===== src/clt_partner.sv =====
`timescale 1ns/1ps
module clt_partner (
   input  wire logic       clock,
   input  wire logic       rst_b,
   input  wire logic       fail,
   input  wire logic       slow,
   input  wire logic       call_req,
   input  wire logic [7:0] net_tx_char,
   input  wire logic       net_tx_valid,
   output logic            tx_ready,
   output logic            net_tx_ready,
   output logic            call_placed_ok,
   output logic            call_failed,
   output logic            incoming_test_call,
   output logic [7:0]      net_rx_char,
   output logic            net_rx_valid
);
   int   cnt;
   logic nr;
   // the node answers late so the placed message is out before the call returns
   always @(negedge clock or negedge rst_b) begin
      if (!rst_b) begin
         {tx_ready, net_tx_ready, call_placed_ok, call_failed, incoming_test_call, net_rx_valid} <= '0;
         net_rx_char <= 8'h00;
         cnt <= 0;
      end else begin
         nr = slow ? ~net_tx_ready : 1'b1;
         tx_ready <= slow ? ~tx_ready : 1'b1;
         net_tx_ready <= nr;
         call_placed_ok <= (cnt == 3);
         call_failed <= (cnt == 120) && fail;
         incoming_test_call <= (cnt == 120) && !fail;
         cnt <= call_req ? 1 : (cnt != 0 && cnt < 120) ? cnt + 1 : 0;
         net_rx_valid <= net_tx_valid && nr;
         net_rx_char <= (net_tx_valid && nr) ? net_tx_char : ~net_rx_char;
      end
   end
endmodule // clt_partner


===== config.mk =====
export PLATFORM = sky130hd
export DESIGN_NAME = clt_partner
export DESIGN_NICKNAME = d
export VERILOG_FILES = /design/src/clt_partner.sv
export SDC_FILE = /design/constraint.sdc
export NUM_CORES = 1
export LEC_CHECK = 0
export BUFFER_PORTS_ARGS = -buffer_cell sky130_fd_sc_hd__buf_2
export CAP_MARGIN = 10
export CORE_MARGIN = 10
export CORE_UTILIZATION = 54
export CTS_CLUSTER_SIZE = 8
export DETAILED_ROUTE_END_ITERATION = 6
export PLACE_DENSITY = 0.82
export SLEW_MARGIN = 20
export SYNTH_ARGS = -nofsm -noshare
export SYNTH_HDL_FRONTEND = slang
export SYNTH_SLANG_ARGS = --single-unit

===== constraint.sdc =====
create_clock -name clock -period 3.1 [get_ports clock]
set_input_delay 0.31 -clock clock [delete_from_list [all_inputs] [get_ports clock]]
set_output_delay 0.31 -clock clock [all_outputs]
set_load 0.01 [all_outputs]

* Yosys cells after proc, flatten, opt, wreduce, memory -nomap -nowiden
Index checks and enable logic that the tools add are counted.
** Word-level totals
- Register bits :: 46
- Output and inout bits :: 14
** Operators by class
- Equal/unequal tests :: 2
- Magnitude comparators :: 1
- Bitwise gates (word level) :: 3
- Reductions and logical operators :: 6
- $add $sub $neg :: 1
- Mux-type cells :: 5
** Operators with widths (number)
- 2-to-1 mux 32 bit :: 2
- adder 32 x 2 -> 32 bit, second input constant :: 1
- == test 32 x 3 -> 1 bit, second input constant :: 1
- == test 32 x 8 -> 1 bit, second input constant :: 1
- < comparator 32 x 8 -> 1 bit, second input constant :: 1
- nonzero test 32 bit :: 1
- 2-to-1 mux 8 bit :: 1
- inverter 8 bit :: 1
- logical AND 1 bit :: 4
- 2-to-1 mux 1 bit :: 2
- inverter 1 bit :: 2
- zero test 1 bit :: 1

* Longest topological paths before layout
- Depth in word-level cells :: 4
- Mapped depth :: 7

==> impl_metrics.tcl <==
set metrics [dict create \
    synth_area_leader_cell "dfrtn_1" \
    areaGrowthSynthToFinish_pct 11.4 \
    io_buffer_count 27 \
    clockBufferDepth 2 \
    drt_first_pass_iters 4 \
    postCtsSetupBuffers 0 \
    status "finished, final reports clean" \
    ys_types 35 \
    p_per_area_mw_per_mm2 432 \
    io_pins 28 \
    mostFrequentLayoutCell "dfrtn_1" \
    slew_headroom_pct 36.6 \
    cp_top_family "flip-flops" \
    clkTransAtPathRegs_ps 60 \
    r2r_start "cnt[25]" \
    ir_drop_uv 228 \
    critPathLaunch "net_rx_char[2]" \
    post-place-ws_ps 316 \
    gp_congestion 0.802 \
    num_antenna_cells 0 \
    coreArea_mm2 0.00409 \
    critPathBufInv 1 \
    combPwrFrac_pct 10.2 \
    leakage_nw 1.03 \
    drive_above_1_share_pct 19.2 \
    cpPeakStageDelay_ps 410 \
    finClkSkew_ps 5.62 \
    yosysSeqAreaShare_pct 49.5 \
    finalMaxSlewViolations 0 \
    required_ps 2790 \
    final.setup.worst_slack_ps 396 \
    grt_use_met3_pct 4.64 \
    drtAntennaViolNets 0 \
    drc 0 \
    syn_inst 233 \
    synth_nets 249 \
    vias 1906 \
    critPathCaptureType "primary output" \
    rows 23 \
    rrSetupSlack_ps 630 \
    seqPwrFrac_pct 57.5 \
    power_switching_mw 0.288 \
    netlist.area_leader.share_pct 49.5 \
    cts-resized-gates 0 \
    worst_pin_slew_ps 940 \
    avgSynthCellArea_um2 9.99 \
    gr-total-overflow 0 \
    clkLatencyLatePin_ps 300 \
    cts_max_level 2 \
    die_w_um 85.7 \
    hold_viol 0 \
    cp_max_fo 2 \
    wl_per_cell_um 16.1 \
    crit_path_start_kind "register" \
    tns_ps 0 \
    grtUsageMet1_pct 18.3 \
    drv_cap 0 \
    critPathSlowestCell "dfrtn_1" \
    cts_root_buf "clkbuf_8" \
    via_per_inst 6.25 \
    cts_made_buffers 5 \
    dieHeight_um 85.7 \
    hp-start "tx_ready" \
    hold_buffers 0 \
    setup_viol 0 \
    drt_iter0_drc 225 \
    synth_area_mm2 0.00233 \
    grt_pass1_vias 1838 \
    worstPathArrival_ps 2390 \
    internal-power_mw 0.832 \
    layout_common_cells "dfrtn_1, buf_2, nand2_1" \
    dp.final_hpwl_um 3380 \
    clock_sinks 46 \
    antenna_found_initial 0 \
    sw_frac_of_total_pct 25.7 \
    grt_max_degree 47 \
    fp.dieArea_mm2 0.00734 \
    nets 270 \
    start_util_pct 57.0 \
    fillers 318 \
    grt-busiest-layer "met2" \
    rsz0062_at_grt "no" \
    worstPathCellList "buf_2" \
    worstSetupPathType "reg2out" \
    yosysWarnings 0 \
    hp-class "reg2reg" \
    grtUsageMet2_pct 20.2 \
    cts_tree "yes" \
    synthTopCellsByArea "dfrtn_1, o31ai_1, a211oi_1, or4_1, nor3_1" \
    wirelength_um 4900 \
    track_usage_pct 13.9 \
    synth-seq-cells 46 \
    p_clk_share_pct 32.4 \
    grt_first_pass_wirelength_um 8620 \
]
==> cell usage after synthesis <==
| library cell | count |
|---|---|
| a211oi_1 | 15 |
| a211oi_2 | 2 |
| and2_1 | 2 |
| and3_1 | 1 |
| and3_2 | 1 |
| and4_1 | 3 |
| and4b_1 | 2 |
| buf_2 | 2 |
| buf_4 | 1 |
| buf_6 | 2 |
| clkbuf_1 | 12 |
| dfrtn_1 | 46 |
| ha_1 | 2 |
| inv_1 | 7 |
| nand2_1 | 21 |
| nand3_1 | 13 |
| nand4_1 | 7 |
| nand4_2 | 1 |
| nor2_1 | 3 |
| nor2b_1 | 1 |
| nor3_1 | 16 |
| nor3b_1 | 1 |
| nor4_1 | 9 |
| o21ai_0 | 10 |
| o31ai_1 | 16 |
| o41a_1 | 1 |
| o41ai_1 | 1 |
| or2_2 | 2 |
| or3_1 | 3 |
| or3_2 | 1 |
| or4_1 | 14 |
| or4_2 | 1 |
| or4_4 | 1 |
| xnor2_1 | 7 |
| xor2_1 | 6 |
==> state kept, by name (all words and copies together), names as in the netlist <==
name                count
net_tx_ready            1
call_failed             1
net_rx_char             8
cnt                    32
incoming_test_call      1
call_placed_ok          1
net_rx_valid            1
tx_ready                1
==> through the flow <==
step	std cells	hold WS (ps)	total power [mW]	utilization [%]	cell area [um2]
final	305	325	1.12	63.4	2590
after global routing	305	354	1.17	63.4	2590
after floorplan	233	358	0.711	-	2330
after CTS	305	328	1.13	63.4	2590
after global placement	297	318	0.770	61.2	2500
after detailed placement	297	327	0.772	61.2	2500
==> power groups by stage <==
stage / Sequential (mW) / Combinational [mW] / Clock, mW
finish: 0.644 / 0.114 / 0.363
global route: 0.648 / 0.131 / 0.393
CTS: 0.644 / 0.117 / 0.373
detailed placement: 0.655 / 0.117 / 0
floorplan: 0.661 / 0.0503 / 0
global placement: 0.654 / 0.115 / 0
==> layout make-up <==
class                           instances  area (um2)  area share (%)
Sequential cell                        46        1150            44.4
Multi-Input combinational cell        163        1070            41.4
Timing Repair Buffer                   31         190            7.34
Clock buffer                            5        68.8            2.65
Tap cell                               50        62.6            2.41
Inverter                                7        26.3            1.01
Clock inverter                          3        21.3           0.820
==> path summary, 6_finish.rpt <==
check | to | depth (start not counted)
min | tx_ready | 1
min in group asynchronous | net_tx_ready | 2
max in group asynchronous | cnt[17] | 2
max | net_rx_char[2] | 1
min reg2reg | tx_ready | 1
max reg2reg | cnt[9] | 5
==> layer usage <==
layer,part of all wire [%],wire (um)
met5,0,0
met4,1.2,59
met3,8.4,413
met2,43,2090
met1,48,2330
==> logic make-up after synthesis <==
logic type      after synthesis  synth area share (%)
simple gates                103                  25.7
flops                        46                  49.5
compound gates               45                  14.1
buf+inv                      24                  4.79
xor+xnor                     13                  4.89
fa+ha+maj                     2                  1.08
(Power assumes the default switching activity.)
